`config.mk`:
```
export PLATFORM = sky130hd
export DESIGN_NAME = logic_variable_timer_retention
export DESIGN_NICKNAME = d
export VERILOG_FILES = /design/src/pkg/lvt_pkg.sv /design/src/hw/level_sync.sv /design/src/hw/logic_variable_timer_retention.sv /design/src/hw/pickup_dropout_timer.sv
export VERILOG_INCLUDE_DIRS = /design/src /design/src/pkg
export SDC_FILE = /design/constraint.sdc
export NUM_CORES = 2
export LEC_CHECK = 0
export BUFFER_PORTS_ARGS = -buffer_cell sky130_fd_sc_hd__buf_4
export CORE_ASPECT_RATIO = 1.1
export CORE_MARGIN = 8
export CORE_UTILIZATION = 32
export CTS_CLUSTER_DIAMETER = 40
export DETAILED_ROUTE_END_ITERATION = 10
export GPL_TIMING_DRIVEN = 0
export PLACE_DENSITY = 0.52
export SLEW_MARGIN = 20
export SYNTH_ARGS = -nofsm -noshare
export SYNTH_HDL_FRONTEND = slang
export SYNTH_SLANG_ARGS = --single-unit
```
`constraint.sdc`:
```
create_clock -name clk_i -period 17.4 [get_ports clk_i]
set_clock_uncertainty 0.15 [all_clocks]
set_input_delay 0 -clock clk_i [delete_from_list [all_inputs] [get_ports clk_i]]
set_output_delay 0 -clock clk_i [all_outputs]
set_load 0.005 [all_outputs]
```
`src/pkg/lvt_map.svh`:
```
/*
  Register offsets, field positions, reset values and timing counts
  of the logic variable and timer retention block.
  Assumes byte addressing on a 32-bit classic Wishbone bus.
*/
`ifndef LVT_MAP_SVH
`define LVT_MAP_SVH

// Register byte offsets
`define LVT_CTRL_OFS 12'h000
`define LVT_TIMED_STATE_OFS 12'h004
`define LVT_UNTIMED_STATE_OFS 12'h008
`define LVT_LV_SOURCE_OFS 12'h00c
`define LVT_MISC_STATUS_OFS 12'h010
`define LVT_SER_SELECT_OFS 12'h014
`define LVT_PICKUP_PAGE 6'h04
`define LVT_DROPOUT_PAGE 6'h06

// Field positions
`define LVT_CTRL_ENABLE_MSB 4
`define LVT_MISC_TARGET_RESET_BIT 0

// Reset values
`define LVT_CTRL_RESET 5'h00
`define LVT_LV_SOURCE_RESET 32'h0000_0000
`define LVT_SER_SELECT_RESET 32'h0000_0000
`define LVT_DELAY_RESET 22'h00_0000

// Timer ranges in quarter-cycle steps
`define LVT_TIMER_COUNT 16
`define LVT_UNTIMED_COUNT 32
`define LVT_LONG_TIMERS 6
`define LVT_LONG_WIDTH 22
`define LVT_SHORT_WIDTH 16
`define LVT_LONG_MAX_CYCLES 999999
`define LVT_SHORT_MAX_CYCLES 16000
`define LVT_STEPS_PER_CYCLE 4

// Processing interval: a quarter of a 60 Hz power cycle
`define LVT_INTERVAL_NS 4166666
`define LVT_CLK_PERIOD_NS 100

`endif

```
`src/pkg/lvt_pkg.sv`:
```
/*
  Types shared by the logic variable and timer retention block.
  Assumes lvt_map.svh supplies the widths.
*/
`include "lvt_map.svh"

package lvt_pkg;
  typedef logic [`LVT_LONG_WIDTH-1:0] delay_t;
  typedef logic [`LVT_TIMER_COUNT-1:0] timer_vec_t;
  typedef logic [`LVT_UNTIMED_COUNT-1:0] untimed_vec_t;
endpackage : lvt_pkg

```
`src/hw/level_sync.sv`:
```
/*
  Two flip-flop synchroniser for one asynchronous level.
  Assumes a single clock and a synchronous active-high reset.
*/
`timescale 1ns/1ps

module level_sync (
  // Clock and reset
  input wire logic clk_i,
  input wire logic rst_i,
  // Level
  input wire logic async_i,
  output logic sync_o
);
  logic meta_r;

  always_ff @(posedge clk_i) begin
    if (rst_i) begin
      meta_r <= 1'b0;
      sync_o <= 1'b0;
    end else begin
      meta_r <= async_i;
      sync_o <= meta_r;
    end
  end
endmodule : level_sync

```
`src/hw/logic_variable_timer_retention.sv`:
```
/*
  Sixteen timed logic variables with pickup/dropout timers and
  thirty-two untimed logic variables, evaluated once per processing
  interval, with a classic Wishbone register slave.
  Assumes the surrounding relay logic supplies equation results,
  group/settings change pulses, and feeds back the states it needs.
*/
`timescale 1ns/1ps
`include "lvt_map.svh"

// Summary of operation
// - Power-up clears all timed variables, timer outputs and counts to zero.
// - Settings or group change keeps every timed variable and timer output.
// - Both true at switch: stay true, clear together if new equation false.
// - Timing pickup at switch: output false, count reset, variable follows.
// - Restarted pickup uses new pickup value counted from new group start.
// - Dropout holding at switch: output clears at once if equation false.
// - Dropout holding and new equation true: output stays on uninterrupted.
// - Both false at switch: pickup timing starts with new pickup value.
// - Seal-in survives group or settings change; only equation or power clears.
// - Thirty-two untimed variables, each own equation and status bit, no delay.
// - Untimed variables have no enable; equations default to constant zero.
// - Untimed variables evaluated last; changes reach earlier equations next interval.
// - Untimed states go to compressed records and selectable sequential triggers.
// - Front target-reset button asserts the target-reset status bit.
// - Timers one to six take 0 to 999999 cycles, quarter steps.
// - Timers seven to sixteen take 0 to 16000 cycles, quarter steps.
// - Hidden timer settings force pickup and dropout to zero.
// - Power-up clears all untimed variables to zero.
module logic_variable_timer_retention
  import lvt_pkg::*;
#(
  parameter int TICK_CYCLES = `LVT_INTERVAL_NS / `LVT_CLK_PERIOD_NS
) (
  // Clock and reset
  input wire logic clk_i,
  input wire logic rst_i,
  // Classic Wishbone slave
  input wire logic wb_cyc_i,
  input wire logic wb_stb_i,
  input wire logic wb_we_i,
  input wire logic [11:0] wb_adr_i,
  input wire logic [3:0] wb_sel_i,
  input wire logic [31:0] wb_dat_i,
  output logic [31:0] wb_dat_o,
  output logic wb_ack_o,
  // Relay logic side
  input wire logic group_change_i,
  input wire logic [15:0] timed_var_eq_i,
  input wire logic [31:0] untimed_eq_i,
  input wire logic target_reset_button_i,
  output logic [15:0] timed_var_input_o,
  output logic [15:0] timed_var_output_o,
  output logic [31:0] untimed_logic_var_o,
  output logic target_reset_bit_o,
  output logic interval_tick_o,
  // Event recording
  output logic [31:0] compressed_event_record_o,
  output logic sequential_event_trigger_o
);
  localparam int TW = $clog2(TICK_CYCLES + 1);
  localparam logic [TW-1:0] TICK_LAST = TW'(TICK_CYCLES - 1);
  localparam delay_t LONG_MAX = `LVT_LONG_WIDTH'(`LVT_LONG_MAX_CYCLES * `LVT_STEPS_PER_CYCLE);
  localparam delay_t SHORT_MAX =
    `LVT_LONG_WIDTH'(`LVT_SHORT_MAX_CYCLES * `LVT_STEPS_PER_CYCLE);

  // Processing interval divider
  logic [TW-1:0] div_r;
  logic tick_r;

  always_ff @(posedge clk_i) begin
    if (rst_i) begin
      div_r <= '0;
      tick_r <= 1'b0;
    end else begin
      tick_r <= (div_r == TICK_LAST);
      div_r <= (div_r == TICK_LAST) ? '0 : div_r + 1'b1;
    end
  end

  assign interval_tick_o = tick_r;

  // Registers
  logic [`LVT_CTRL_ENABLE_MSB:0] enable_count_r;
  untimed_vec_t lv_source_r;
  untimed_vec_t ser_select_r;
  delay_t pickup_r [`LVT_TIMER_COUNT];
  delay_t dropout_r [`LVT_TIMER_COUNT];

  // Bus decode
  wire bus_req = wb_cyc_i && wb_stb_i && !wb_ack_o;
  // Write commits on the edge where the master sees ack
  wire bus_wr = wb_cyc_i && wb_stb_i && wb_we_i && wb_ack_o;
  wire [3:0] reg_idx = wb_adr_i[5:2];
  wire is_pickup = (wb_adr_i[11:6] == `LVT_PICKUP_PAGE);
  wire is_dropout = (wb_adr_i[11:6] == `LVT_DROPOUT_PAGE);
  wire [31:0] byte_mask = {{8{wb_sel_i[3]}}, {8{wb_sel_i[2]}}, {8{wb_sel_i[1]}},
                           {8{wb_sel_i[0]}}};
  wire delay_t idx_max = (reg_idx < 4'(`LVT_LONG_TIMERS)) ? LONG_MAX : SHORT_MAX;
  wire [31:0] old_word = is_pickup ? 32'(pickup_r[reg_idx]) : 32'(dropout_r[reg_idx]);
  wire [31:0] merged = (old_word & ~byte_mask) | (wb_dat_i & byte_mask);
  wire delay_t clamped = (merged > 32'(idx_max)) ? idx_max : merged[`LVT_LONG_WIDTH-1:0];
  wire ctrl_hit = (wb_adr_i == `LVT_CTRL_OFS);
  wire lvsrc_hit = (wb_adr_i == `LVT_LV_SOURCE_OFS);
  wire ser_hit = (wb_adr_i == `LVT_SER_SELECT_OFS);
  wire [31:0] lvsrc_merged = (lv_source_r & ~byte_mask) | (wb_dat_i & byte_mask);
  wire [31:0] ser_merged = (ser_select_r & ~byte_mask) | (wb_dat_i & byte_mask);
  wire [4:0] enable_wr = wb_sel_i[0] ? wb_dat_i[4:0] : enable_count_r;
  wire [4:0] enable_clamped = (enable_wr > 5'h10) ? 5'h10 : enable_wr;

  always_ff @(posedge clk_i) begin
    if (rst_i) begin
      enable_count_r <= `LVT_CTRL_RESET;
      lv_source_r <= `LVT_LV_SOURCE_RESET;
      ser_select_r <= `LVT_SER_SELECT_RESET;
    end else if (bus_wr) begin
      if (ctrl_hit) begin
        enable_count_r <= enable_clamped;
      end
      if (lvsrc_hit) begin
        lv_source_r <= lvsrc_merged;
      end
      if (ser_hit) begin
        ser_select_r <= ser_merged;
      end
    end
  end

  // Delay settings, clamped to each timer's range on write
  always_ff @(posedge clk_i) begin
    if (rst_i) begin
      for (int i = 0; i < `LVT_TIMER_COUNT; i++) begin
        pickup_r[i] <= `LVT_DELAY_RESET;
        dropout_r[i] <= `LVT_DELAY_RESET;
      end
    end else if (bus_wr && is_pickup) begin
      pickup_r[reg_idx] <= clamped;
    end else if (bus_wr && is_dropout) begin
      dropout_r[reg_idx] <= clamped;
    end
  end

  // Target reset pushbutton
  logic button_sync;

  level_sync u_button_sync (
    .clk_i(clk_i),
    .rst_i(rst_i),
    .async_i(target_reset_button_i),
    .sync_o(button_sync)
  );

  always_ff @(posedge clk_i) begin
    if (rst_i) begin
      target_reset_bit_o <= 1'b0;
    end else begin
      target_reset_bit_o <= button_sync;
    end
  end

  // Timed variables; equations may use fed-back outputs for seal-in
  generate
    for (genvar n = 0; n < `LVT_TIMER_COUNT; n++) begin : g_timer
      localparam int W = (n < `LVT_LONG_TIMERS) ? `LVT_LONG_WIDTH : `LVT_SHORT_WIDTH;
      wire shown = (5'(n) < enable_count_r);
      wire [W-1:0] pu_eff = shown ? pickup_r[n][W-1:0] : '0;
      wire [W-1:0] do_eff = shown ? dropout_r[n][W-1:0] : '0;

      pickup_dropout_timer #(
        .W(W)
      ) u_timer (
        .clk_i(clk_i),
        .rst_i(rst_i),
        .tick_i(tick_r),
        .group_change_i(group_change_i),
        .eq_i(timed_var_eq_i[n]),
        .pickup_i(pu_eff),
        .dropout_i(do_eff),
        .var_o(timed_var_input_o[n]),
        .out_o(timed_var_output_o[n])
      );
    end
  endgenerate

  // Untimed variables, evaluated after everything else in the interval
  untimed_vec_t lv_nxt;
  untimed_vec_t lv_prev_r;
  untimed_vec_t lv_changed;

  assign lv_nxt = untimed_eq_i & lv_source_r;
  assign lv_changed = (untimed_logic_var_o ^ lv_prev_r) & ser_select_r;

  always_ff @(posedge clk_i) begin
    if (rst_i) begin
      untimed_logic_var_o <= '0;
      lv_prev_r <= '0;
      compressed_event_record_o <= '0;
      sequential_event_trigger_o <= 1'b0;
    end else begin
      if (tick_r) begin
        // Readers see the new value from the next interval on
        untimed_logic_var_o <= lv_nxt;
      end
      lv_prev_r <= untimed_logic_var_o;
      compressed_event_record_o <= untimed_logic_var_o;
      sequential_event_trigger_o <= |lv_changed;
    end
  end

  // Read mux
  logic [31:0] rd_word;

  always_comb begin
    rd_word = 32'h0000_0000;
    if (is_pickup) begin
      rd_word = 32'(pickup_r[reg_idx]);
    end else if (is_dropout) begin
      rd_word = 32'(dropout_r[reg_idx]);
    end else begin
      case (wb_adr_i)
        `LVT_CTRL_OFS: rd_word = 32'(enable_count_r);
        `LVT_TIMED_STATE_OFS: rd_word = {timed_var_output_o, timed_var_input_o};
        `LVT_UNTIMED_STATE_OFS: rd_word = untimed_logic_var_o;
        `LVT_LV_SOURCE_OFS: rd_word = lv_source_r;
        `LVT_MISC_STATUS_OFS: rd_word = 32'(target_reset_bit_o);
        `LVT_SER_SELECT_OFS: rd_word = ser_select_r;
        default: rd_word = 32'h0000_0000;
      endcase
    end
  end

  always_ff @(posedge clk_i) begin
    if (rst_i) begin
      wb_ack_o <= 1'b0;
      wb_dat_o <= 32'h0000_0000;
    end else begin
      wb_ack_o <= bus_req;
      wb_dat_o <= bus_req ? rd_word : 32'h0000_0000;
    end
  end
endmodule : logic_variable_timer_retention

```
`src/hw/pickup_dropout_timer.sv`:
```
/*
  One timed logic variable with its pickup/dropout timer.
  Assumes tick_i is a one-cycle processing interval pulse and
  group_change_i a one-cycle pulse from the setting-group logic.
*/
`timescale 1ns/1ps

module pickup_dropout_timer #(
  parameter int W = 22
) (
  // Clock and reset
  input wire logic clk_i,
  input wire logic rst_i,
  // Timing and settings
  input wire logic tick_i,
  input wire logic group_change_i,
  input wire logic eq_i,
  input wire logic [W-1:0] pickup_i,
  input wire logic [W-1:0] dropout_i,
  // State
  output logic var_o,
  output logic out_o
);
  logic [W-1:0] cnt_r;
  logic pending_r;
  logic [W-1:0] delay;
  logic expired;

  assign delay = eq_i ? pickup_i : dropout_i;
  assign expired = (cnt_r >= delay);

  always_ff @(posedge clk_i) begin
    if (rst_i) begin
      var_o <= 1'b0;
      out_o <= 1'b0;
      cnt_r <= '0;
      pending_r <= 1'b0;
    end else if (group_change_i) begin
      // States kept; only a running pickup restarts
      pending_r <= 1'b1;
      if (var_o && !out_o) begin
        cnt_r <= '0;
      end
    end else if (tick_i) begin
      var_o <= eq_i;
      pending_r <= 1'b0;
      if (pending_r && !eq_i) begin
        out_o <= 1'b0;
        cnt_r <= '0;
      end else if (eq_i == out_o) begin
        cnt_r <= '0;
      end else if (expired) begin
        out_o <= eq_i;
        cnt_r <= '0;
      end else begin
        cnt_r <= cnt_r + 1'b1;
      end
    end
  end
endmodule : pickup_dropout_timer

```
## Word level (Yosys, flattened, before mapping)

Memory sizes are Yosys's and may differ from the RTL's.
Cells that the tools add are included.

- Add/subtract/negate cells: 17
- Magnitude comparators: 35
- Equality and inequality tests: 56
- Multiplexer cells: 217
- Bitwise operators: 13
- Reductions and logical operators: 131

Operators with widths:

| kind | number |
|---|---|
| 16-bit two-way mux | 90 |
| 22-bit two-way mux | 61 |
| 32-bit case mux with 6 select lines | 1 |
| 16-bit by 1-bit adder with 16-bit output, second input constant | 11 |
| 32-bit bitwise AND | 5 |
| 16-bit >= comparator | 10 |
| 22-bit by 1-bit adder with 22-bit output, second input constant | 6 |
| 22-bit >= comparator | 6 |
| 32-bit OR | 3 |
| 2-bit by 1-bit inequality test with 1-bit output, second input constant | 32 |
| 4-bit AND reduction | 16 |
| 1-bit two-way mux | 61 |
| 22-bit OR reduction | 2 |
| 4-bit by 5-bit < comparator with 1-bit output, first input constant | 8 |
| 2-bit AND reduction | 20 |
| 1-bit logical AND | 38 |
| 2-bit nonzero test | 17 |
| 1-bit zero test | 33 |
| 22-bit by 32-bit bitwise AND with 32-bit output | 1 |
| 32-bit by 22-bit greater-than comparator with 1-bit output | 1 |
| 32-bit inverter | 1 |
| 32-bit OR reduction | 1 |
| 32-bit bitwise XOR | 1 |
| 12-bit by 4-bit equality test with 1-bit output, second input constant | 2 |
| 16 further kinds | 42 |

- Flip-flop bits (word level): 512
- Bits in writable memories: 704
- Bits of input ports: 103
- Memories kept: 2

Memories:

| name | depth | bits a word | rd ports | clocked after Yosys merged registers in | write ports | line | source |
|---|---|---|---|---|---|---|---|
| dropout_r | 16 | 22 | 17 | 0 | 16 | logic_variable_timer_retention.sv:88 | `` delay_t dropout_r [`LVT_TIMER_COUNT]; `` |
| pickup_r | 16 | 22 | 17 | 0 | 16 | logic_variable_timer_retention.sv:87 | `` delay_t pickup_r [`LVT_TIMER_COUNT]; `` |

## Logic depth before layout (Yosys ltp)

- Depth in word-level cells: 10
- Mapped depth: 23
- Gate-level depth less buffers: 16

## Cells and area by module

From an unflattened synthesis, not the netlist that was laid out.

- Cells, all modules: 6841
- Area total of the unflattened synthesis: 70337.5 µm²

By module, submodules not included:

| module | instances | cells an instance | area each (µm²) |
|---|---|---|---|
| logic_variable_timer_retention | 1 | 3666 | 42993.7 |
| pickup_dropout_timer at g_timer[10].u_timer ... | 6 | 171 | 1537.7 |
| pickup_dropout_timer at g_timer[0].u_timer ... | 3 | 243 | 2062.0 |
| pickup_dropout_timer at g_timer[6].u_timer ... | 4 | 173 | 1482.7 |
| pickup_dropout_timer at g_timer[4].u_timer ... | 2 | 241 | 1968.1 |
| pickup_dropout_timer at g_timer[3].u_timer | 1 | 242 | 2011.9 |
| level_sync | 1 | 4 | 52.6 |

## Worst setup path after synthesis

OpenSTA, ideal clock, no wires.

- Path kind: input -> register
- From: input wb_adr_i[2]
- To: memory pickup_r[4][18] (netlist name) (data pin)
- Setup time: 0.266 ns
- Arrival time: 5.119 ns
- Slack: 11.865 ns
- Stages: 21
- Buffers on the path: 6
- Path through: buf_2 -> buf_2 -> buf_2 -> buf_1 -> mux4_2 -> mux4_2 -> mux2i_1 -> o21ai_0 -> ha_1 -> a21o_1 -> a21oi_1 -> nor2b_1 -> a2111oi_0 -> o211ai_1 -> a2bb2oi_1 -> nor4_2 -> a311oi_2 -> buf_4 -> mux2i_1 -> buf_2 -> nor2_1

RTL lines:

| element | line | source |
|---|---|---|
| from (decl) | logic_variable_timer_retention.sv:42 | `input wire logic [11:0] wb_adr_i,` |
| to (decl) | logic_variable_timer_retention.sv:87 |  |

==> impl_metrics.json <==
{
  "start_util": 0.321,
  "num_rows": 174,
  "hp-class": "in2reg",
  "max_slew_margin": 0.114,
  "cp_top_family": "buffers and inverters",
  "p_clk_frac": 0.487,
  "grt_setup_unrepaired": "false",
  "cts_setup_buffers": 0,
  "timing.final.crit_period_ns": 9.06,
  "clock-sinks": 1216,
  "grt_pass1_wl_mm": 429,
  "netSwitchingFraction": 0.277,
  "cp.arrival_ns": 9.47,
  "synth-compound-area-share": 0.109,
  "muxShareOfSynthArea": 0.136,
  "cts_tree": "yes",
  "power.total_mw": 7.64,
  "setup_tns_ns": 0,
  "yosysMostFrequentCell": "nor2_1",
  "worstMarginPinSlew_ns": 1.33,
  "area_delta_synth_final_pct": 20.5,
  "synthAdderAreaFrac": 0.0622,
  "cp.required_ns": 17.81,
  "hold_violations": 0,
  "peakVddDrop_v": 0.000113,
  "die_w_um": 448,
  "dieArea_um2": 220000,
  "ys_seq_area_frac": 0.478,
  "syn_nets": 6785,
  "synthCells": 6356,
  "syn_area_per_cell_um2": 10.3,
  "drive_above_1_share": 0.175,
  "clock_path_buffers": 3,
  "max_stage_delay_ns": 1.03,
  "fmax_ghz": 0.110,
  "cell_internal_pwr_mw": 5.53,
  "drtAntennaViolNets": 0,
  "setup_violations": 0,
  "pin_count": 235,
  "yosys.area_share.simple": 0.164,
  "core_um2": 204000,
  "clk_pin_slew_worst_paths_ns": 0.06,
  "vias": 57196,
  "end_kind": "flip-flop",
  "drc": 0,
  "insertion_delay_ns": 0.85,
  "grt_max_degree": 23,
  "cp_slowest_cell": "clkbuf_1",
  "yosys_warnings": 0,
  "fin_nets": 7369,
  "drt_iter0_drc": 7345,
  "crit_fanout": 10,
  "critPathBufInv": 9,
  "synth_edf_count": 704,
  "drt-total-wl_mm": 318,
  "worstPathCellList": "buf_4, buf_6, buf_6, buf_4, buf_2, clkbuf_1, clkbuf_1, mux4_2, mux4_2, mux2i_1, o21ai_0, ha_1, a21o_1, a21oi_1, nor2b_1, a2111oi_0, o211ai_1, a2bb2oi_1, nor4_2, a311oi_2, buf_6, mux2i_1, buf_2, nor2_1",
  "synth_top_family_by_area": "simple AND/OR/NAND/NOR gates",
  "dp_hpwl_mm": 246,
  "synth-seq-cells": 1216,
  "cts_root_buf": "clkbuf_16",
  "die_h_um": 491,
  "syn_area_um2": 65600,
  "wire_per_inst_um": 32.3,
  "power_switching_mw": 2.11,
  "p_per_area_nw_per_um2": 96.6,
  "status": "finished, final reports clean",
  "post-synth-top-area-cell": "edfxtp_1",
  "cp-start-kind": "input port",
  "ys_types": 75,
  "drv_slew": 0,
  "synth-xor-area-share": 0.0153,
  "cap_viol_max_count": 0,
  "grt_use_total": 0.276,
  "synthFlopType": "edfxtp_1",
  "fill_cells": 20099,
  "grt_pass1_vias": 54006,
  "synthTopCellsByArea": "edfxtp_1 (32%), dfxtp_1 (16%), mux4_2 (6.6%)",
  "antenna_found_initial": 32,
  "crit_type": "in2reg",
  "io_buffers": 218,
  "synth_commonest_cells": "nor2_1 (922), nand2_1 (713), edfxtp_1 (704), dfxtp_1 (512), a21oi_1 (341)",
  "vias_per_cell": 5.82,
  "whs_ns": 0.0875,
  "seqPwrFrac": 0.409,
  "grt-ovfl-total": 0,
  "pwr-share-comb": 0.103,
  "period_share": 0.521,
  "power.leakage_nw": 29.6,
  "synth_top_area_frac": 0.322,
  "htree_levels": 4,
  "synth_async_sr_flop_share": 0,
  "cts_buffers": 173,
  "drt-pass1-iter-count": 9,
  "cp_common_cell": "buf_6",
  "place_congestion": 1.06
}
[state kept, by name (all words and copies together) (netlist names), 5 cells and up, named ones only]
signal                 cells
g_timer.u_timer.var_o     16
wb_dat_o                  32
div_r                     16
enable_count_r             5
untimed_logic_var_o       32
pickup_r                 352
dropout_r                352
g_timer.u_timer.out_o     16
lv_prev_r                 32
g_timer.u_timer.cnt_r    292
[cell families (layout without fill, tap and decap cells)]
family / Yosys count / in the layout
mux: 616 / 616
simple gates: 2408 / 2408
xor+xnor: 115 / 115
flops: 1216 / 1216
fa+ha+maj: 326 / 326
buf+inv: 556 / 1285
other cells: 0 / 21
compound gates: 1119 / 1119
[power groups by stage]
stage	Sequential [mW]	Clock (mW)	Combinational, mW
after floorplan	3.17	0	0.333
after global routing	3.13	3.84	0.775
final	3.13	3.72	0.790
after detailed placement	3.19	0	0.720
after global placement	3.19	0	0.707
after CTS	3.13	3.73	0.754
[layer usage]
layer  up-vias  GRT usage  routed length [um]
li1      24437          -                   -
met1     28384      0.337              119000
met2      3437      0.419              136000
met3       922     0.0704               33200
met4        16      0.203               29600
met5         -          0                 101
[area by class of cell]
type | count | area (um^2) | share of cell area
diodes | 21 | 52.6 | 0.000664
clock buffers | 194 | 4590 | 0.0580
well taps | 2728 | 3410 | 0.0432
multi-input cells | 4584 | 32000 | 0.405
repair buffers | 409 | 3770 | 0.0476
clock inverters | 126 | 1420 | 0.0180
plain buffers | 449 | 2010 | 0.0254
flip-flops and latches | 1216 | 31400 | 0.397
inverters | 107 | 402 | 0.00508
[path summary, 6_finish.rpt]
path,depth (start not counted),slack [ns],endpoint,startpoint
max,24,8.34,dropout_r[2][21],wb_adr_i[3]
min,7,0.09,flip-flop,wb_adr_i[0]
max reg2reg,17,10.28,dropout_r[2][21],pickup_r[3][13]
min reg2reg,1,0.30,u_button_sync.sync_o,u_button_sync.meta_r
[stage by stage]
stage               setup WS [ns]  area (um^2)   util  instances
global placement             7.75        70700  0.346       9302
detailed placement           8.06        71400  0.349       9328
global route                 8.69        79000  0.387       9816
finish                       8.34        79100  0.387       9834
floorplan                   11.87        65600      -       6356
CTS                          8.94        79000  0.387       9813
[repair_timing]
| action | 4_1_cts | 5_1_grt |
|---|---|---|
| hold endpoints to repair | 232 | 0 |
| hold buffers | 165 | 0 |
| gates resized for setup | 0 | 0 |
[tightest hold or removal path, cell delays in order]
cell and delay (ns):
buf_4 0.08, nor4_2 0.03, buf_4 0.17, nand2_1 0.34, nor3_2 0.22, nand3_1 0.13, a21oi_1 0.05
[cell usage in the layout, fill, tap and decap left out, types with 20 or more instances in the layout]
master	count
o22ai_1	20
buf_4	260
clkbuf_16	179
a21oi_1	341
dlygate4sd3_1	165
edfxtp_1	704
o21ai_0	176
and2_1	26
or3_1	29
nor2_1	922
a311oi_1	21
ha_1	326
nand2_1	681
a221oi_1	32
and3_1	147
nand4_1	43
a31oi_1	137
buf_2	99
mux4_2	192
nand3_1	241
o21a_1	32
a22oi_1	81
xnor2_1	43
and4_1	20
nand2b_1	96
clkbuf_1	273
a211oi_1	22
diode_2	21
inv_6	26
dfxtp_1	512
nor2b_1	77
inv_1	105
mux2_2	279
buf_1	29
a21o_1	127
xor2_1	72
nor3_1	37
mux2i_1	144
a22o_1	44
nand2_2	32
No activity file was read; power rests on OpenSTA's default activity.
